==> src/shared/iss_pkg.sv <==
package iss_pkg;
  // Register byte offsets
  localparam logic [7:0] OFF_CTRLA = 8'h00;
  localparam logic [7:0] OFF_CTRLB = 8'h04;
  localparam logic [7:0] OFF_IENCLR = 8'h0C;
  localparam logic [7:0] OFF_IENSET = 8'h0D;
  localparam logic [7:0] OFF_IFLAG = 8'h0E;
  localparam logic [7:0] OFF_STATUS = 8'h10;
  localparam logic [7:0] OFF_ADDR = 8'h14;
  localparam logic [7:0] OFF_DATA = 8'h18;
  // Control A fields
  localparam int CA_SWRST = 0;
  localparam int CA_ENABLE = 1;
  localparam int CA_MODE_LO = 2;
  localparam int CA_RUNSTDBY = 7;
  localparam int CA_PINOUT = 16;
  localparam int CA_SDAHOLD_LO = 20;
  localparam int CA_LOWTOUT = 30;
  localparam logic [2:0] MODE_SLAVE = 3'h4;
  localparam logic [2:0] MODE_MASTER = 3'h5;
  // Control B fields
  localparam int CB_SMEN = 8;
  localparam int CB_QCEN = 9;
  localparam int CB_CMD_LO = 16;
  localparam int CB_ACKACT = 18;
  localparam logic [1:0] CMD_RELEASE = 2'h2;
  localparam logic [1:0] CMD_RESPOND = 2'h3;
  // Interrupt flag bits (slave / master meaning)
  localparam int FL_STOP = 0;
  localparam int FL_AMATCH = 1;
  localparam int FL_DRDY = 2;
  localparam int FL_MB = 0;
  localparam int FL_SB = 1;
  // Status fields
  localparam int ST_RXNACK = 2;
  localparam int ST_DIR = 3;
  localparam int ST_BUSSTATE_LO = 4;
  localparam int ST_LOWTOUT = 6;
  localparam int ST_CLKHOLD = 7;
  localparam int ST_SYNCBUSY = 15;
  // Timing
  localparam int CLK_NS = 40;
  localparam int HOLD1_NS = 75;
  localparam int HOLD2_NS = 450;
  localparam int HOLD3_NS = 600;
  localparam logic [3:0] HOLD1_CYC = 4'((HOLD1_NS + CLK_NS - 1) / CLK_NS);
  localparam logic [3:0] HOLD2_CYC = 4'((HOLD2_NS + CLK_NS - 1) / CLK_NS);
  localparam logic [3:0] HOLD3_CYC = 4'((HOLD3_NS + CLK_NS - 1) / CLK_NS);
  localparam int TOUT_MS = 25;
  localparam int SLOW_HZ = 32768;
  localparam logic [9:0] TOUT_TICKS = 10'(TOUT_MS * SLOW_HZ / 1000);
  localparam logic [2:0] SYNC_CYC = 3'h3;

  typedef enum logic [3:0] {
    ISS_IDLE = 4'h0, ISS_ADDR = 4'h1, ISS_AHOLD = 4'h3, ISS_ACKB = 4'h2,
    ISS_RX = 4'h6, ISS_RHOLD = 4'h7, ISS_TXHOLD = 4'h5, ISS_TX = 4'h4,
    ISS_TXACK = 4'hC, ISS_WAITP = 4'hD
  } iss_fsm_t;

  typedef struct packed {
    logic [7:0] addr;
    logic [31:0] wdata;
    logic wr;
    logic rd;
  } iss_req_t;

  typedef struct packed {
    logic scl_o;
    logic scl_oe;
    logic sda_o;
    logic sda_oe;
  } iss_pin_t;

  typedef struct packed {
    logic en, mst, runstdby, pinout, lowtout_en, smen, qcen, ackact;
    logic [1:0] sdahold;
    logic [2:0] inten, flag;
    logic dir, rxnack, lowtout_st;
    logic [1:0] busstate;
    logic [7:0] addr, data_rx, data_tx, shift;
    logic [3:0] bitcnt, hold_cnt;
    iss_fsm_t st;
    logic ack_nack, ack_addr, go_ack, go_rel, go_data, swr;
    logic scl_s1, scl_s2, scl_d, sda_s1, sda_s2, sda_d;
    logic tck_s1, tck_s2, tck_d;
    logic [9:0] tout_cnt;
    logic want_sda_low, sda_low, scl_low;
    logic [2:0] sync_cnt;
    logic pend_v;
    iss_req_t pend;
    logic [31:0] rdata;
    iss_pin_t pins;
    logic irq, wake, core_en;
  } iss_st_t;
endpackage

==> src/design/iss_slave.sv <==
// Decided for this implementation: strobed register access and the register offsets.
`timescale 1ns/1ps
module iss_slave
  import iss_pkg::*;
(
  input wire logic ref_clk_i,
  input wire logic rst_n_i,
  input wire logic ce_i,
  input wire iss_req_t req_i,
  output logic [31:0] rdata_o,
  input wire logic scl_i,
  input wire logic sda_i,
  input wire logic slow_clk_i,
  input wire logic standby_i,
  input wire logic master_busy_i,
  input wire logic mst_mb_evt_i,
  input wire logic mst_sb_evt_i,
  output iss_pin_t pins_o,
  output logic irq_o,
  output logic wake_o,
  output logic core_clk_en_o,
  output logic sync_busy_o
);

  iss_st_t s_ff;
  iss_st_t nxt_s;

  // Data hold length for each hold setting
  function automatic logic [3:0] hold_cycles(input logic [1:0] sel);
    case (sel)
      2'h1: hold_cycles = HOLD1_CYC;
      2'h2: hold_cycles = HOLD2_CYC;
      2'h3: hold_cycles = HOLD3_CYC;
      default: hold_cycles = 4'h0;
    endcase
  endfunction

  // Accesses that must cross into the core domain
  function automatic logic is_sync(input iss_st_t s, input iss_req_t r);
    logic w;
    logic rd;
    w = r.wr & ((r.addr == OFF_CTRLA) | (r.addr == OFF_STATUS) |
        ((r.addr == OFF_ADDR) & s.mst) | ((r.addr == OFF_DATA) & s.smen));
    rd = r.rd & (r.addr == OFF_DATA) & s.smen;
    is_sync = w | rd;
  endfunction

  // Register read view
  function automatic logic [31:0] rd_word(input iss_st_t s, input logic [7:0] a);
    logic [31:0] v;
    v = 32'h0;
    case (a)
      OFF_CTRLA: begin
        v[CA_ENABLE] = s.en;
        v[CA_MODE_LO +: 3] = s.mst ? MODE_MASTER : MODE_SLAVE;
        v[CA_RUNSTDBY] = s.runstdby;
        v[CA_PINOUT] = s.pinout;
        v[CA_SDAHOLD_LO +: 2] = s.sdahold;
        v[CA_LOWTOUT] = s.lowtout_en;
      end
      OFF_CTRLB: begin
        v[CB_SMEN] = s.smen;
        v[CB_QCEN] = s.qcen;
        v[CB_ACKACT] = s.ackact;
      end
      OFF_IENCLR, OFF_IENSET: v[2:0] = s.inten;
      OFF_IFLAG: v[2:0] = s.flag;
      OFF_STATUS: begin
        v[ST_RXNACK] = s.rxnack;
        if (s.mst) begin
          v[ST_BUSSTATE_LO +: 2] = s.busstate;
        end else begin
          v[ST_DIR] = s.dir;
        end
        v[ST_LOWTOUT] = s.lowtout_st;
        v[ST_CLKHOLD] = s.scl_low;
        v[ST_SYNCBUSY] = (s.sync_cnt != 3'h0);
      end
      OFF_ADDR: v[7:0] = s.addr;
      OFF_DATA: v[7:0] = s.data_rx;
      default: v = 32'h0;
    endcase
    rd_word = v;
  endfunction

  // Effects of one register access
  function automatic iss_st_t apply(input iss_st_t s, input iss_req_t r);
    iss_st_t t;
    t = s;
    if (r.rd && r.addr == OFF_DATA && s.smen && !s.mst) begin
      t.go_ack = 1'b1;
    end
    if (r.wr) begin
      case (r.addr)
        OFF_CTRLA: begin
          t.swr = r.wdata[CA_SWRST];
          t.en = r.wdata[CA_ENABLE];
          t.mst = (r.wdata[CA_MODE_LO +: 3] == MODE_MASTER);
          t.runstdby = r.wdata[CA_RUNSTDBY];
          t.pinout = r.wdata[CA_PINOUT];
          t.sdahold = r.wdata[CA_SDAHOLD_LO +: 2];
          t.lowtout_en = r.wdata[CA_LOWTOUT];
        end
        OFF_CTRLB: begin
          t.smen = r.wdata[CB_SMEN];
          t.qcen = r.wdata[CB_QCEN];
          t.ackact = r.wdata[CB_ACKACT];
          t.go_ack = (r.wdata[CB_CMD_LO +: 2] == CMD_RESPOND);
          t.go_rel = (r.wdata[CB_CMD_LO +: 2] == CMD_RELEASE);
        end
        OFF_IENCLR: t.inten = s.inten & ~r.wdata[2:0];
        OFF_IENSET: t.inten = s.inten | r.wdata[2:0];
        OFF_IFLAG: begin
          t.flag = s.flag & ~r.wdata[2:0];
          t.go_ack = r.wdata[FL_AMATCH] & !s.mst;
        end
        OFF_STATUS: begin
          t.busstate = r.wdata[ST_BUSSTATE_LO +: 2];
          t.lowtout_st = s.lowtout_st & ~r.wdata[ST_LOWTOUT];
        end
        OFF_ADDR: t.addr = r.wdata[7:0];
        OFF_DATA: begin
          t.data_tx = r.wdata[7:0];
          t.go_data = 1'b1;
        end
        default: t.addr = s.addr;
      endcase
    end
    apply = t;
  endfunction

  // Next state of the whole block
  always_comb begin
    logic rise;
    logic fall;
    logic start;
    logic stop;
    logic active;
    logic tick;
    logic release_all;
    nxt_s = s_ff;
    rise = s_ff.scl_s2 & ~s_ff.scl_d;
    fall = ~s_ff.scl_s2 & s_ff.scl_d;
    start = s_ff.scl_s2 & s_ff.scl_d & s_ff.sda_d & ~s_ff.sda_s2;
    stop = s_ff.scl_s2 & s_ff.scl_d & ~s_ff.sda_d & s_ff.sda_s2;
    tick = s_ff.tck_s2 & ~s_ff.tck_d;
    active = s_ff.en & ~s_ff.mst & ~(standby_i & ~s_ff.runstdby);
    release_all = 1'b0;
    nxt_s.scl_s1 = scl_i;
    nxt_s.scl_s2 = s_ff.scl_s1;
    nxt_s.scl_d = s_ff.scl_s2;
    nxt_s.sda_s1 = sda_i;
    nxt_s.sda_s2 = s_ff.sda_s1;
    nxt_s.sda_d = s_ff.sda_s2;
    nxt_s.tck_s1 = slow_clk_i;
    nxt_s.tck_s2 = s_ff.tck_s1;
    nxt_s.tck_d = s_ff.tck_s2;
    nxt_s.go_ack = 1'b0;
    nxt_s.go_rel = 1'b0;
    nxt_s.go_data = 1'b0;
    nxt_s.swr = 1'b0;

    // Slave byte engine
    case (s_ff.st)
      ISS_ADDR: begin
        if (rise) begin
          nxt_s.shift = {s_ff.shift[6:0], s_ff.sda_s2};
          nxt_s.bitcnt = s_ff.bitcnt + 4'h1;
        end
        if (fall && s_ff.bitcnt == 4'h8) begin
          if (s_ff.shift[7:1] == s_ff.addr[7:1]) begin
            nxt_s.flag[FL_AMATCH] = 1'b1;
            nxt_s.dir = s_ff.shift[0];
            nxt_s.scl_low = 1'b1;
            nxt_s.st = ISS_AHOLD;
          end else begin
            nxt_s.st = ISS_IDLE;
          end
        end
      end
      ISS_AHOLD: begin
        if (s_ff.go_ack) begin
          nxt_s.ack_nack = s_ff.ackact;
          nxt_s.ack_addr = 1'b1;
          nxt_s.want_sda_low = ~s_ff.ackact;
          nxt_s.scl_low = 1'b0;
          nxt_s.st = ISS_ACKB;
        end else if (s_ff.go_rel) begin
          release_all = 1'b1;
        end
      end
      ISS_ACKB: begin
        if (fall) begin
          nxt_s.want_sda_low = 1'b0;
          nxt_s.bitcnt = 4'h0;
          if (s_ff.ack_nack) begin
            nxt_s.st = s_ff.ack_addr ? ISS_IDLE : ISS_WAITP;
          end else if (s_ff.dir) begin
            nxt_s.flag[FL_DRDY] = 1'b1;
            nxt_s.scl_low = 1'b1;
            nxt_s.st = ISS_TXHOLD;
          end else begin
            if (s_ff.qcen && s_ff.ack_addr) begin
              nxt_s.flag[FL_DRDY] = 1'b1;
            end
            nxt_s.st = ISS_RX;
          end
        end
      end
      ISS_RX: begin
        if (rise) begin
          nxt_s.shift = {s_ff.shift[6:0], s_ff.sda_s2};
          nxt_s.bitcnt = s_ff.bitcnt + 4'h1;
        end
        if (fall && s_ff.bitcnt == 4'h8) begin
          nxt_s.data_rx = s_ff.shift;
          nxt_s.flag[FL_DRDY] = 1'b1;
          nxt_s.scl_low = 1'b1;
          nxt_s.st = ISS_RHOLD;
        end
      end
      ISS_RHOLD: begin
        if (s_ff.go_ack) begin
          nxt_s.ack_nack = s_ff.ackact;
          nxt_s.ack_addr = 1'b0;
          nxt_s.want_sda_low = ~s_ff.ackact;
          nxt_s.scl_low = 1'b0;
          nxt_s.st = ISS_ACKB;
        end else if (s_ff.go_rel) begin
          nxt_s.scl_low = 1'b0;
          nxt_s.st = ISS_WAITP;
        end
      end
      ISS_TXHOLD: begin
        if (s_ff.go_data) begin
          nxt_s.shift = s_ff.data_tx;
          nxt_s.bitcnt = 4'h0;
          nxt_s.want_sda_low = ~s_ff.data_tx[7];
          nxt_s.scl_low = 1'b0;
          nxt_s.st = ISS_TX;
        end else if (s_ff.go_rel) begin
          nxt_s.scl_low = 1'b0;
          nxt_s.st = ISS_WAITP;
        end
      end
      ISS_TX: begin
        if (rise) begin
          nxt_s.bitcnt = s_ff.bitcnt + 4'h1;
        end
        if (fall && s_ff.bitcnt == 4'h8) begin
          nxt_s.want_sda_low = 1'b0;
          nxt_s.st = ISS_TXACK;
        end else if (fall) begin
          nxt_s.shift = {s_ff.shift[6:0], 1'b0};
          nxt_s.want_sda_low = ~s_ff.shift[6];
        end
      end
      ISS_TXACK: begin
        if (rise) begin
          nxt_s.rxnack = s_ff.sda_s2;
        end
        if (fall && s_ff.rxnack) begin
          nxt_s.st = ISS_WAITP;
        end else if (fall) begin
          nxt_s.flag[FL_DRDY] = 1'b1;
          nxt_s.scl_low = 1'b1;
          nxt_s.st = ISS_TXHOLD;
        end
      end
      ISS_WAITP: nxt_s.want_sda_low = 1'b0;
      ISS_IDLE: nxt_s.bitcnt = 4'h0;
      default: nxt_s.st = ISS_IDLE;
    endcase

    // Bus conditions override the engine
    if (stop && s_ff.st != ISS_IDLE) begin
      nxt_s.flag[FL_STOP] = 1'b1;
      release_all = 1'b1;
    end
    if (start && active) begin
      nxt_s.st = ISS_ADDR;
      nxt_s.bitcnt = 4'h0;
      nxt_s.scl_low = 1'b0;
      nxt_s.want_sda_low = 1'b0;
    end

    // Clock low timeout, slow ticks while the line is low
    if (s_ff.scl_s2 || !s_ff.lowtout_en) begin
      nxt_s.tout_cnt = 10'h0;
    end else if (tick) begin
      nxt_s.tout_cnt = s_ff.tout_cnt + 10'h1;
      if (s_ff.tout_cnt == TOUT_TICKS - 10'h1) begin
        nxt_s.lowtout_st = 1'b1;
        release_all = 1'b1;
      end
    end
    if (release_all || !active) begin
      nxt_s.st = ISS_IDLE;
      nxt_s.scl_low = 1'b0;
      nxt_s.want_sda_low = 1'b0;
    end

    // Data line changes only after the hold time
    if (fall) begin
      nxt_s.hold_cnt = hold_cycles(s_ff.sdahold);
    end else if (s_ff.hold_cnt != 4'h0) begin
      nxt_s.hold_cnt = s_ff.hold_cnt - 4'h1;
    end else begin
      // Follow the new level at once so SDA moves with the SCL release, never while SCL is high
      nxt_s.sda_low = nxt_s.want_sda_low;
    end

    // Master events
    if (s_ff.mst) begin
      nxt_s.flag[FL_MB] = s_ff.flag[FL_MB] | mst_mb_evt_i;
      nxt_s.flag[FL_SB] = s_ff.flag[FL_SB] | mst_sb_evt_i;
    end

    // Register access, then synchronization window
    if (s_ff.sync_cnt != 3'h0) begin
      nxt_s.sync_cnt = s_ff.sync_cnt - 3'h1;
    end
    if ((req_i.wr || req_i.rd) && is_sync(s_ff, req_i) && s_ff.sync_cnt != 3'h0) begin
      nxt_s.pend_v = 1'b1;
      nxt_s.pend = req_i;
    end else begin
      nxt_s = apply(nxt_s, req_i);
      if (is_sync(s_ff, req_i)) begin
        nxt_s.sync_cnt = SYNC_CYC;
      end
      if (s_ff.sync_cnt == 3'h1 && s_ff.pend_v) begin
        nxt_s = apply(nxt_s, s_ff.pend);
        nxt_s.pend_v = 1'b0;
        nxt_s.sync_cnt = SYNC_CYC;
      end
    end
    // Hardware sets win over a same-cycle clear, except the quick-command DRDY set on entering ISS_RX
    nxt_s.flag = nxt_s.flag | (nxt_s.flag ^ nxt_s.flag) | (s_ff.flag & 3'h0);
    if (nxt_s.st == ISS_AHOLD && s_ff.st == ISS_ADDR) begin
      nxt_s.flag[FL_AMATCH] = 1'b1;
    end
    if (stop && s_ff.st != ISS_IDLE) begin
      nxt_s.flag[FL_STOP] = 1'b1;
    end
    if ((nxt_s.st == ISS_RHOLD || nxt_s.st == ISS_TXHOLD) && s_ff.st != nxt_s.st) begin
      nxt_s.flag[FL_DRDY] = 1'b1;
    end
    if (s_ff.mst) begin
      nxt_s.flag[FL_MB] = nxt_s.flag[FL_MB] | mst_mb_evt_i;
      nxt_s.flag[FL_SB] = nxt_s.flag[FL_SB] | mst_sb_evt_i;
    end

    // Soft reset clears everything but the sync window
    if (s_ff.swr) begin
      nxt_s = '0;
      nxt_s.sync_cnt = s_ff.sync_cnt;
    end

    // Registered outputs
    nxt_s.rdata = req_i.rd ? rd_word(s_ff, req_i.addr) : 32'h0;
    nxt_s.irq = |(nxt_s.flag & nxt_s.inten);
    nxt_s.wake = standby_i & nxt_s.runstdby & ~nxt_s.mst &
                 nxt_s.flag[FL_AMATCH] & nxt_s.inten[FL_AMATCH];
    nxt_s.core_en = ~standby_i | nxt_s.runstdby | (nxt_s.mst & master_busy_i);
    if (nxt_s.pinout) begin
      nxt_s.pins = '{scl_o: ~nxt_s.scl_low, scl_oe: 1'b1,
                     sda_o: ~nxt_s.sda_low, sda_oe: 1'b1};
    end else begin
      nxt_s.pins = '{scl_o: 1'b0, scl_oe: nxt_s.scl_low,
                     sda_o: 1'b0, sda_oe: nxt_s.sda_low};
    end
  end

  // State register
  always_ff @(posedge ref_clk_i or negedge rst_n_i) begin
    if (!rst_n_i) begin
      s_ff <= '0;
    end else if (ce_i) begin
      s_ff <= nxt_s;
    end
  end

  assign rdata_o = s_ff.rdata;
  assign pins_o = s_ff.pins;
  assign irq_o = s_ff.irq;
  assign wake_o = s_ff.wake;
  assign core_clk_en_o = s_ff.core_en;
  assign sync_busy_o = (s_ff.sync_cnt != 3'h0);

endmodule

==> config.mk <==
export PLATFORM = sky130hd
export DESIGN_NAME = iss_slave
export DESIGN_NICKNAME = d
export VERILOG_FILES = /design/src/shared/iss_pkg.sv /design/src/design/iss_slave.sv
export SDC_FILE = /design/constraint.sdc
export NUM_CORES = 1
export LEC_CHECK = 0
export BUFFER_PORTS_ARGS = -buffer_cell sky130_fd_sc_hd__buf_2
export CAP_MARGIN = 20
export CORE_MARGIN = 4
export CORE_UTILIZATION = 40
export CTS_CLUSTER_SIZE = 30
export DETAILED_ROUTE_END_ITERATION = 10
export RECOVER_POWER = 50
export SLEW_MARGIN = 25
export SYNTH_ARGS = -nofsm -noshare
export SYNTH_HDL_FRONTEND = slang
export SYNTH_SLANG_ARGS = --single-unit
==> constraint.sdc <==
create_clock -name ref_clk_i -period 3.1 [get_ports ref_clk_i]
set_input_delay 0.62 -clock ref_clk_i [delete_from_list [all_inputs] [get_ports ref_clk_i]]
set_output_delay 0.62 -clock ref_clk_i [all_outputs]
set_load 0.03 [all_outputs]
==> run summary, run 1 <==
==================================================================================
Area of the die                                                          23800 um2
Worst clock skew                                                         0.0150 ns
Die Wd                                                                      154 um
Clock tree from TritonCTS                                                      yes
Area of the mapped netlist                                                8570 um2
Antenna diodes                                                                   0
Slew headroom                                                               -3.54%
Run status                                                            complete, but fails checks
Cell internal power dissipation                                            3.39 mW
Max IR drop VDD                                                         0.000297 V
Root cell of the clock tree                                           sky130_fd_sc_hd__clkbuf_16
Flip-flop cell with the highest count after synthesis                 sky130_fd_sc_hd__dfrtp_1
Worst hold-check slack                                                    0.423 ns
Clock Path Buffers                                                               2
Starting Density                                                             40.7%
Total chip power                                                           4.83 mW
Remaining number of nets flagged by the antenna check after routing              0
Source-to-sink clock delay at the later pin of the worst-skew pair         0.44 ns
Top cells by area, synth                                              sky130_fd_sc_hd__dfrtp_1 43%, sky130_fd_sc_hd__nand2_1 4.4%, sky130_fd_sc_hd__o21ai_0 3.9%
CP Launch Type                                                                flop
Per-instance average area after synthesis                                 9.21 um2
Pwr/cell area                                                           497 nW/um2
CP Class                                                                reg -> reg
Core Footprint                                                           21000 um2
Seq/Total Area, Yosys                                                        42.7%
Non-filler instance count after layout                                        1275
Count of placed standard cells including taps                                 1243
Global-route wire length before repair                                    41900 um
Highest achievable clock rate                                              352 MHz
1st-pass router iterations                                                       5
Iter 0 DRT Violations                                                          648
Share of the synthesized area in the top cell type                           42.7%
Sequential cell fraction of total power                                      44.4%
Comb pwr share                                                               13.3%
Worst-path fanout max                                                           10
Most instantiated cells after synthesis                               146 x sky130_fd_sc_hd__dfrtp_1, 101 x sky130_fd_sc_hd__nand2_1, 66 x sky130_fd_sc_hd__o21ai_0, 62 x sky130_fd_sc_hd__nor2_1, 44 x sky130_fd_sc_hd__a21oi_1
Largest net degree at the start of global routing                               63
Number of max-slew violations in the final report                               63
RSZ-0062 raised after global routing                                         false
Via count                                                                     7410
Antenna violations before repair                                                 0
Post-route clock period utilization                                          91.7%
Die Ht                                                                      154 um
CP bufs+invs                                                                     0
Clk sink count                                                                 146
Placed instance area                                                      9190 um2
Most frequently used cell type in the post-synthesis netlist          sky130_fd_sc_hd__dfrtp_1
CTS clk-pin slew, worst paths                                              0.07 ns
Fill cells                                                                    1995
Worst slack after detailed placement                                      0.183 ns
Placer's final routability congestion estimate                               0.920
Cell count after synthesis                                                     930
Post-DR wirelength/cell                                                    20.8 um
Final cell utilization of the core                                           46.2%
Number of buffers created by CTS                                                17
FFs w/ async S/R, synth                                                       100%
Tightest Pin Transition                                                    1.55 ns
Routed via count divided by cell count                                        5.81
Final design area excluding fillers                                       9710 um2
Number of buffers inserted by port buffering                                    59
Vias in the first global route                                                7036
Num rows                                                                        53
Capturing element type of the critical path                                   flop
Number of enable flip-flop cells after synthesis                                 0
Number of storage elements in the synthesis netlist                            146
Netlist cell types                                                              90
Level count of the clock H-tree                                                  4
Final setup fails                                                                0
Largest stage delay on the critical path                                   0.75 ns
Max-cap violations                                                               1
Total gr overflow                                                                0
Chain of cells forming the critical path                              nor2_8, a2111oi_1, a2111oi_2, nand2_1, or3_1, a31o_2, a211o_1
Type of the tightest min-delay check                                     in -> reg
Number of nets in the final layout                                            1048
Final setup slack of the worst path                                       0.256 ns
Pleak                                                                      4.32 nW
Number of hold violations in the final report                                    0
Fraction of final layout cells sized beyond drive strength 1                 17.2%
Clock power frac                                                             42.3%
Violations in the final reports                                       max-capacitance violations, max-slew violations
DRC violations left                                                              0
Sum of net half-perimeters after detailed placement                       19900 um
Hold-fix buffers at CTS                                                          0
Switching pwr                                                              1.44 mW
Setup Buffers After CTS                                                          0
Critical path arrival                                                      3.16 ns
Worst endpoint required time                                               3.42 ns
Final sum of negative setup slack                                             0 ns
Total Routed Length                                                       26600 um
Family of cells with the greatest summed delay on the critical path   compound AO/OA/AOI/OAI gates
Shortest clock period the worst path allows after layout                   2.84 ns
Global routing usage summed across all routing layers                        22.4%
Yosys warning total                                                              0
Switching share of total power                                               29.8%
Biggest area consumer among synthesized cells                         sky130_fd_sc_hd__dfrtp_1
Slowest stage cell, crit path                                         sky130_fd_sc_hd__a2111oi_2
Io pins                                                                         92
Synthesis-to-layout area growth                                              13.4%
Post-cts resize count                                                            0
==================================================================================
==> cells in the final DEF, fill, tap and decap left out, drive strengths merged, types with 5 or more instances in the layout <==
| cell type | instances |
|---|---|
| a31oi | 8 |
| o21ai | 74 |
| nand4b | 5 |
| nor3 | 12 |
| a21o | 9 |
| ha | 9 |
| inv | 41 |
| xnor2 | 9 |
| nand2 | 101 |
| dfrtp | 146 |
| conb | 16 |
| o221ai | 8 |
| a22o | 37 |
| a21oi | 46 |
| or4b | 5 |
| clkbuf | 27 |
| nor2 | 66 |
| xor2 | 6 |
| buf | 101 |
| or3 | 6 |
| mux2 | 8 |
| nor3b | 5 |
| and3 | 8 |
| nand3 | 40 |
| o22ai | 8 |
| nor2b | 12 |
| a211oi | 7 |
| nand2b | 10 |
| and2 | 10 |
| a22oi | 7 |
| o31ai | 17 |
| nand4 | 10 |
| nor4 | 12 |
| o2bb2ai | 13 |
| mux2i | 31 |
==> state kept, by name (all words and copies together) (netlist names) <==
signal,count
irq_o,1
s_ff,123
rdata_o,16
core_clk_en_o,1
wake_o,1
pins_o,4
==> power groups by stage <==
| stage | registers, mW | clock network [mW] | logic (mW) |
|---|---|---|---|
| floorplan | 2.13 | 0 | 0.442 |
| global placement | 2.17 | 0 | 0.641 |
| detailed placement | 2.17 | 0 | 0.653 |
| CTS | 2.14 | 2.08 | 0.655 |
| global route | 2.16 | 2.17 | 0.724 |
| finish | 2.14 | 2.04 | 0.643 |
==> routing by layer <==
layer  global-route usage (%)  routed length [um]  share of wire [%]  vias up
met4                     5.55                 417                1.6        0
met1                     32.6               12500                 47     3655
met2                     34.6               12200                 46      244
li1                         -                   -                  -     3480
met5                        0                   0                  0        -
met3                     4.39                1410                5.3       31
==> kinds of logic (layout without fill, tap and decap cells) <==
kind of cell | after synthesis | count (layout) | share of synthesized area, %
AOI/OAI and AO/OA | 276 | 276 | 22.3
xor gates and xnor gates | 15 | 15 | 1.53
adders and majority gates | 10 | 10 | 1.43
buffers and inverters | 121 | 176 | 7.55
DFF | 146 | 146 | 42.7
muxes | 39 | 39 | 4.67
other | 1 | 16 | 0.0438
and+or+nand+nor | 322 | 322 | 19.8
==> layout make-up <==
class,instances,area [um2],share of cell area (%)
inverters,33,124,1.28
well taps,275,344,3.54
clock inverters,15,149,1.53
flip-flops and latches,146,3650,37.6
clock buffers,17,425,4.38
repair buffers,111,689,7.10
multi-input cells,678,4330,44.6
==> worst register-to-register path, stage by stage, from the launching register on <==
cell                        delay, ns
sky130_fd_sc_hd__dfrtp_1         0.56
sky130_fd_sc_hd__nor2_8          0.21
sky130_fd_sc_hd__a2111oi_1       0.16
sky130_fd_sc_hd__a2111oi_2       0.75
sky130_fd_sc_hd__nand2_1         0.18
sky130_fd_sc_hd__or3_1           0.35
sky130_fd_sc_hd__a31o_2          0.25
sky130_fd_sc_hd__a211o_1         0.28
==> final timing paths <==
kind	from	slack (ns)	to	cells after the start
max	s_ff[116]$_DFFE_PN0P_	0.26	irq_o$_DFFE_PN0P_	7
min	req_i[20]	0.42	s_ff[59]$_DFFE_PN0P_	2
max reg2reg	s_ff[116]$_DFFE_PN0P_	0.26	irq_o$_DFFE_PN0P_	7
min reg2reg	s_ff[86]$_DFFE_PN0P_	0.48	s_ff[86]$_DFFE_PN0P_	1
max in group asynchronous	rst_n_i	0.76	s_ff[41]$_DFFE_PN0P_	2
min in group asynchronous	rst_n_i	0.56	s_ff[119]$_DFFE_PN0P_	1
No activity file was read; power rests on OpenSTA's default activity.
==> inputs of run 2 (changes only) <==
--- a/config.mk
+++ b/config.mk
@@ -12,6 +12,7 @@
 export CTS_CLUSTER_SIZE = 30
 export DETAILED_ROUTE_END_ITERATION = 10
 export RECOVER_POWER = 50
+export SETUP_SLACK_MARGIN = 0.4
 export SLEW_MARGIN = 25
 export SYNTH_ARGS = -nofsm -noshare
 export SYNTH_HDL_FRONTEND = slang
==> run 2 against run 1 <==
  * The flow still finishes with violations (max-capacitance violations, max-slew violations)
  * Clock power grew 5%
  * Combinational power about the same
  * Via count grew 0.74%
  * Clock skew decreased by 0.0043 ns
  * Hold slack worse by 0.0042 ns
  * Sequential cell count is the same
  * Sequential power about the same
  * Sequential share of layout area is 0.23 points lower
  * Utilization up 0.29 points
  * Worst setup slack improved by 0.19 ns
  * Critical endpoint unchanged
==> run summary, run 2 (synthesized netlist as in run 1, its figures left out) <==
==================================================================================
Number of hold violations in the final report                                    0   unchanged
Most common cell after layout, fill and taps aside                    sky130_fd_sc_hd__dfrtp_1   unchanged
Pleak                                                                      4.32 nW   about the same
Number of nets in the final layout                                            1044   was 1048
Placer's final routability congestion estimate                               0.952   was 0.920
Synthesis-to-layout area growth                                              14.1%   was 13.4%
Launch instance of the worst register-to-register path                s_ff[82]$_DFFE_PN0P_   was s_ff[116]$_DFFE_PN0P_
Sum of net half-perimeters after detailed placement                       19400 um   was 19900 um
Setup Buffers After CTS                                                          0   unchanged
Comb pwr share                                                               13.0%   was 13.3%
Post-route clock period utilization                                          85.5%   was 91.7%
Run status                                                            complete, but fails checks   unchanged
Number of flip-flops under the largest register name                           123   unchanged
Switching share of total power                                               28.7%   was 29.8%
Type of the tightest min-delay check                                     in -> reg   unchanged
Number of buffers created by CTS                                                17   unchanged
Clock tree from TritonCTS                                                      yes   unchanged
Num rows                                                                        53   unchanged
Sequential cell fraction of total power                                      43.4%   was 44.4%
Worst clock skew                                                         0.0108 ns   was 0.0150 ns
Final sum of negative setup slack                                             0 ns   unchanged
DRC violations left                                                              0   unchanged
Cell internal power dissipation                                            3.52 mW   was 3.39 mW
Pwr/cell area                                                           505 nW/um2   was 497 nW/um2
Number of buffers inserted by port buffering                                    59   unchanged
RSZ-0062 raised after global routing                                          true   was false
Total gr overflow                                                                0   unchanged
Highest achievable clock rate                                              377 MHz   was 352 MHz
Io pins                                                                         92   unchanged
Critical path arrival                                                      2.97 ns   was 3.16 ns
Internal reg-to-reg setup slack                                            0.45 ns   was 0.26 ns
Die Wd                                                                      154 um   unchanged
Max IR drop VDD                                                         0.000309 V   was 0.000297 V
Total chip power                                                           4.94 mW   was 4.83 mW
Worst R2R End                                                         irq_o$_DFFE_PN0P_   unchanged
Iter 0 DRT Violations                                                          614   was 648
Switching pwr                                                              1.42 mW   was 1.44 mW
Source-to-sink clock delay at the later pin of the worst-skew pair         0.44 ns   about the same
Shortest clock period the worst path allows after layout                   2.65 ns   was 2.84 ns
1st-pass router iterations                                                       5   unchanged
Worst endpoint required time                                               3.42 ns   about the same
Violations in the final reports                                       max-capacitance violations, max-slew violations   unchanged
Number of max-slew violations in the final report                               63   unchanged
CP Class                                                                reg -> reg   unchanged
Worst hold path endpoint                                              s_ff[61]$_DFFE_PN0P_   was s_ff[59]$_DFFE_PN0P_
Via count                                                                     7465   was 7410
Clk sink count                                                                 146   unchanged
Worst-path fanout max                                                            9   was 10
Tightest Pin Transition                                                    1.56 ns   was 1.55 ns
Start point of the worst hold path                                       req_i[22]   was req_i[20]
Level count of the clock H-tree                                                  4   unchanged
Slew headroom                                                               -4.04%   was -3.54%
Global-route wire length before repair                                    42100 um   was 41900 um
Worst Hold Path Cells                                                            2   unchanged
Starting Density                                                             40.7%   unchanged
Root cell of the clock tree                                           sky130_fd_sc_hd__clkbuf_16   unchanged
Clock power frac                                                             43.6%   was 42.3%
Hold-fix buffers at CTS                                                          0   unchanged
Number of cells traversed by the worst register-to-register path                10   was 7
Capturing element type of the critical path                                   flop   unchanged
Antenna diodes                                                                   0   unchanged
Post-DR wirelength/cell                                                    20.9 um   was 20.8 um
Remaining number of nets flagged by the antenna check after routing              0   unchanged
Worst hold-check slack                                                    0.419 ns   was 0.423 ns
CP Launch Type                                                                flop   unchanged
Total Routed Length                                                       26600 um   about the same
CTS clk-pin slew, worst paths                                              0.07 ns   about the same
Fraction of final layout cells sized beyond drive strength 1                 17.8%   was 17.2%
Antenna violations before repair                                                 0   unchanged
Global routing usage summed across all routing layers                        22.4%   about the same
Vias in the first global route                                                7223   was 7036
Routed via count divided by cell count                                        5.87   was 5.81
Final setup fails                                                                0   unchanged
Most frequent cells in the layout                                     146 x sky130_fd_sc_hd__dfrtp_1, 101 x sky130_fd_sc_hd__nand2_1, 66 x sky130_fd_sc_hd__o21ai_0   unchanged
Core Footprint                                                           21000 um2   unchanged
Area of the die                                                          23800 um2   unchanged
Max-cap violations                                                               1   unchanged
Largest net degree at the start of global routing                               63   unchanged
Die Ht                                                                      154 um   unchanged
Most flops, register                                                          s_ff   unchanged
Clock Path Buffers                                                               2   unchanged
==================================================================================
==> run 2: worst max-delay path, stage by stage, from the launching register on <==
cell	delay, ns
sky130_fd_sc_hd__dfrtp_1	0.41
sky130_fd_sc_hd__inv_1	0.09
sky130_fd_sc_hd__ha_1	0.16
sky130_fd_sc_hd__nor2b_2	0.30
sky130_fd_sc_hd__nor2_1	0.12
sky130_fd_sc_hd__a21o_2	0.26
sky130_fd_sc_hd__buf_4	0.19
sky130_fd_sc_hd__a21o_1	0.18
sky130_fd_sc_hd__a221o_1	0.34
sky130_fd_sc_hd__a32o_1	0.27
sky130_fd_sc_hd__a211o_1	0.22
==> run 2: layout make-up <==
class	instances	area [um2]
multi-input combinational	678	4390
inverter	33	124
sequential	146	3650
clock inverter	12	146
tap	275	344
clock buffer	20	467
timing repair buffer	107	654
fill	2040	11200
==> run 2: power groups by stage <==
stage / combinational (mW) / clock, mW / sequential [mW]
after detailed placement: 0.644 / 0 / 2.17
after CTS: 0.648 / 2.19 / 2.14
final: 0.640 / 2.15 / 2.14
after global placement: 0.629 / 0 / 2.17
after global routing: 0.724 / 2.28 / 2.16
after floorplan: 0.444 / 0 / 2.13
==> run 2: through the flow <==
stage	area, um2	utilization, %	instances	setup WS [ns]
5_1_grt	9770	46.5	1271	0.315
6_report	9770	46.5	1271	0.449
3_3_place_gp	9140	43.5	1239	0.227
4_1_cts	9770	46.5	1271	0.445
2_1_floorplan	8640	-	945	0.405
3_5_place_dp	9140	43.5	1239	0.216
==> run 2: how the worst max path moves through the flow <==
stage / start / end / cells after the start
3_5_place_dp: req_i[38] / s_ff[110]$_DFFE_PN0P_ / 8
2_1_floorplan: req_i[34] / wake_o$_DFFE_PN0P_ / 8
5_1_grt: s_ff[82]$_DFFE_PN0P_ / irq_o$_DFFE_PN0P_ / 10
3_3_place_gp: req_i[38] / s_ff[110]$_DFFE_PN0P_ / 8
6_report: s_ff[82]$_DFFE_PN0P_ / irq_o$_DFFE_PN0P_ / 10
4_1_cts: s_ff[116]$_DFFE_PN0P_ / irq_o$_DFFE_PN0P_ / 8
==> run 2: timing repair <==
item	4_1_cts	5_1_grt
resized for setup	2	5
endpoints found under the setup margin	1	12
pin swaps	1	1
==> run 2: per-layer routing <==
layer | GRT usage, % | wire length (um) | vias up
met5 | 0 | 0 | -
met4 | 6.69 | 614 | 0
met3 | 4.17 | 1570 | 39
met2 | 34.2 | 12100 | 264
met1 | 32.3 | 12200 | 3689
li1 | - | - | 3473
==> inputs of run 3 (changes only) <==
==> constraint.sdc (replaced) <==
create_clock -name ref_clk_i -period 3.1 [get_ports ref_clk_i]
set_input_delay 0.93 -clock ref_clk_i [delete_from_list [all_inputs] [get_ports ref_clk_i]]
set_output_delay 0.93 -clock ref_clk_i [all_outputs]
set_load 0.03 [all_outputs]
==> run 3 against run 2 <==
  * Worst setup slack gained 0.017 ns
  * The flow now finishes without violations
  * Combinational power grew 3.6%
  * Via count grew 2.8%
  * Largest power group unchanged
  * Critical endpoint is now wake_o$_DFFE_PN0P_
  * Clock-buffer cell count shrank 2
  * Largest cell class unchanged
  * Global-route usage grew 0.66 points
==> run summary, run 3 (synthesized netlist as in run 1, its figures left out) <==
==================================================================================
Number of cells traversed by the worst register-to-register path                11   was 10
DRC violations left                                                              0   unchanged
Die Wd                                                                      154 um   unchanged
Total Routed Length                                                       27500 um   was 26600 um
Placer's final routability congestion estimate                               0.967   was 0.952
Global-route wire length before repair                                    42900 um   was 42100 um
Worst R2R End                                                         irq_o$_DFFE_PN0P_   unchanged
Number of buffers inserted by port buffering                                    59   unchanged
Source-to-sink clock delay at the later pin of the worst-skew pair         0.44 ns   about the same
Shortest clock period the worst path allows after layout                   2.63 ns   was 2.65 ns
Worst endpoint required time                                               3.47 ns   was 3.42 ns
Pleak                                                                      4.48 nW   was 4.32 nW
Synthesis-to-layout area growth                                              17.6%   was 14.1%
Antenna violations before repair                                                 0   unchanged
Most common cell after layout, fill and taps aside                    sky130_fd_sc_hd__dfrtp_1   unchanged
Number of buffers created by CTS                                                17   unchanged
Number of max-slew violations in the final report                                0   was 63
Max-cap violations                                                               0   was 1
Largest net degree at the start of global routing                               51   was 63
Count of placed standard cells including taps                                 1264   was 1239
RSZ-0062 raised after global routing                                          true   unchanged
Clk sink count                                                                 146   unchanged
Final cell utilization of the core                                           47.9%   was 46.5%
Slew headroom                                                                11.2%   was -4.04%
Worst-path fanout max                                                            9   unchanged
Run status                                                            complete, no violations   was complete, but fails checks
Worst hold-check slack                                                    0.485 ns   was 0.419 ns
Core Footprint                                                           21000 um2   unchanged
Launch instance of the worst register-to-register path                s_ff[88]$_DFFE_PN0P_   was s_ff[82]$_DFFE_PN0P_
CP Class                                                                 in -> reg   was reg -> reg
Antenna diodes                                                                   0   unchanged
Number of nets in the final layout                                            1074   was 1044
Setup crit end                                                        wake_o$_DFFE_PN0P_   was irq_o$_DFFE_PN0P_
Internal reg-to-reg setup slack                                            0.52 ns   was 0.45 ns
Sum of net half-perimeters after detailed placement                       20000 um   was 19400 um
Pwr/cell area                                                           498 nW/um2   was 505 nW/um2
Via count                                                                     7673   was 7465
Max IR drop VDD                                                         0.000301 V   was 0.000309 V
Fill cells                                                                    1996   was 2040
CP Launch Type                                                           input pin   was flop
Clock Path Buffers                                                               2   unchanged
1st-pass router iterations                                                       5   unchanged
Post-route clock period utilization                                          85.0%   was 85.5%
Final setup slack of the worst path                                       0.466 ns   was 0.449 ns
Routed via count divided by cell count                                        5.90   was 5.87
Final setup fails                                                                0   unchanged
Worst clock skew                                                         0.0129 ns   was 0.0108 ns
Highest achievable clock rate                                              380 MHz   was 377 MHz
Capturing element type of the critical path                                   flop   unchanged
Tightest Pin Transition                                                    1.33 ns   was 1.56 ns
Num rows                                                                        53   unchanged
Number of hold violations in the final report                                    0   unchanged
Starting Density                                                             40.7%   unchanged
Critical path arrival                                                      3.00 ns   was 2.97 ns
Non-filler instance count after layout                                        1300   was 1271
Worst slack after detailed placement                                    -0.0513 ns   was 0.216 ns
Most flops, register                                                          s_ff   unchanged
Post-DR wirelength/cell                                                    21.2 um   was 20.9 um
Level count of the clock H-tree                                                  4   unchanged
Type of the tightest min-delay check                                    reg -> reg   was in -> reg
Number of flip-flops under the largest register name                           123   unchanged
Final sum of negative setup slack                                             0 ns   unchanged
Placed instance area                                                      9360 um2   was 9140 um2
Iter 0 DRT Violations                                                          763   was 614
Vias in the first global route                                                7208   was 7223
Die Ht                                                                      154 um   unchanged
Area of the die                                                          23800 um2   unchanged
Remaining number of nets flagged by the antenna check after routing              0   unchanged
Total gr overflow                                                                0   unchanged
Io pins                                                                         92   unchanged
Final design area excluding fillers                                      10100 um2   was 9770 um2
Root cell of the clock tree                                           sky130_fd_sc_hd__clkbuf_16   unchanged
Most frequent cells in the layout                                     145 x sky130_fd_sc_hd__dfrtp_1, 100 x sky130_fd_sc_hd__nand2_1, 67 x sky130_fd_sc_hd__buf_4   was 146 x sky130_fd_sc_hd__dfrtp_1, 101 x sky130_fd_sc_hd__nand2_1, 66 x sky130_fd_sc_hd__o21ai_0
Total chip power                                                           5.01 mW   was 4.94 mW
CTS clk-pin slew, worst paths                                              0.06 ns   was 0.07 ns
Worst Setup SP                                                           req_i[35]   was s_ff[82]$_DFFE_PN0P_
Fraction of final layout cells sized beyond drive strength 1                 20.8%   was 17.8%
Clock tree from TritonCTS                                                      yes   unchanged
Global routing usage summed across all routing layers                        23.0%   was 22.4%
==================================================================================
-- run 3: changes by cell type in the layout (fill, tap and decap cells not counted), moves of 2 or more --
cell	delta
sky130_fd_sc_hd__nand3_1	-2
sky130_fd_sc_hd__buf_12	+3
sky130_fd_sc_hd__buf_4	+24
sky130_fd_sc_hd__buf_2	+3
sky130_fd_sc_hd__nand3_2	+2
sky130_fd_sc_hd__nor4_1	-3
sky130_fd_sc_hd__clkinv_4	-2
sky130_fd_sc_hd__clkinv_2	+2
sky130_fd_sc_hd__clkbuf_8	-3
sky130_fd_sc_hd__bufinv_16	+2
sky130_fd_sc_hd__nor4_2	+4
-- run 3: cell type report --
class                      instances  area (um2)  share of cell area (%)
sequential                       146        3650                    36.3
multi-input combinational        678        4420                    43.9
clock inverter                    13         186                    1.85
tap                              275         344                    3.42
inverter                          33         124                    1.23
timing repair buffer             137         913                    9.07
clock buffer                      18         429                    4.26
-- run 3: power by group --
| group | total [mW] | leakage, nW | switching (mW) | internal (mW) |
|---|---|---|---|---|
| clock network | 2.20 | 0.288 | 0.860 | 1.34 |
| logic | 0.663 | 2.21 | 0.409 | 0.254 |
| registers | 2.15 | 1.98 | 0.124 | 2.02 |
-- run 3: worst min-delay path by stage --
stage,start,end,slack (ns),depth (start not counted)
final,rdata_o[6]$_DFFE_PN0P_,rdata_o[6]$_DFFE_PN0P_,0.49,1
after global routing,rdata_o[20]$_DFFE_PN0P_,rdata_o[20]$_DFFE_PN0P_,0.50,1
after CTS,rst_n_i,pins_o[3]$_DFFE_PN0P_,0.45,1
after detailed placement,rdata_o[2]$_DFFE_PN0P_,rdata_o[2]$_DFFE_PN0P_,0.47,1
after global placement,s_ff[86]$_DFFE_PN0P_,s_ff[86]$_DFFE_PN0P_,0.46,1
after floorplan,s_ff[86]$_DFFE_PN0P_,s_ff[86]$_DFFE_PN0P_,0.45,1
-- run 3: metal layers --
metal	GRT usage, %	part of all wire [%]	vias to the layer above
li1	-	-	3535
met1	33.1	46	3767
met2	35.4	46	324
met3	4.50	6.5	47
met4	6.77	2.3	0
met5	0	0	-
-- run 3: worst max-delay path, cell delays in order --
cell                      delay (ns)
sky130_fd_sc_hd__buf_2          0.10
sky130_fd_sc_hd__buf_4          0.13
sky130_fd_sc_hd__or4b_1         0.52
sky130_fd_sc_hd__o22ai_1        0.26
sky130_fd_sc_hd__a21o_2         0.35
sky130_fd_sc_hd__a21oi_1        0.11
sky130_fd_sc_hd__o211a_1        0.25
sky130_fd_sc_hd__nor2b_2        0.16
sky130_fd_sc_hd__a32o_1         0.18
-- run 3: repair_timing --
item,in CTS,in global routing
hold buffers,0,0
setup endpoints to repair,3,45
pin swaps,0,4
gates resized for setup,2,13
setup buffers,0,5
cloned,0,0
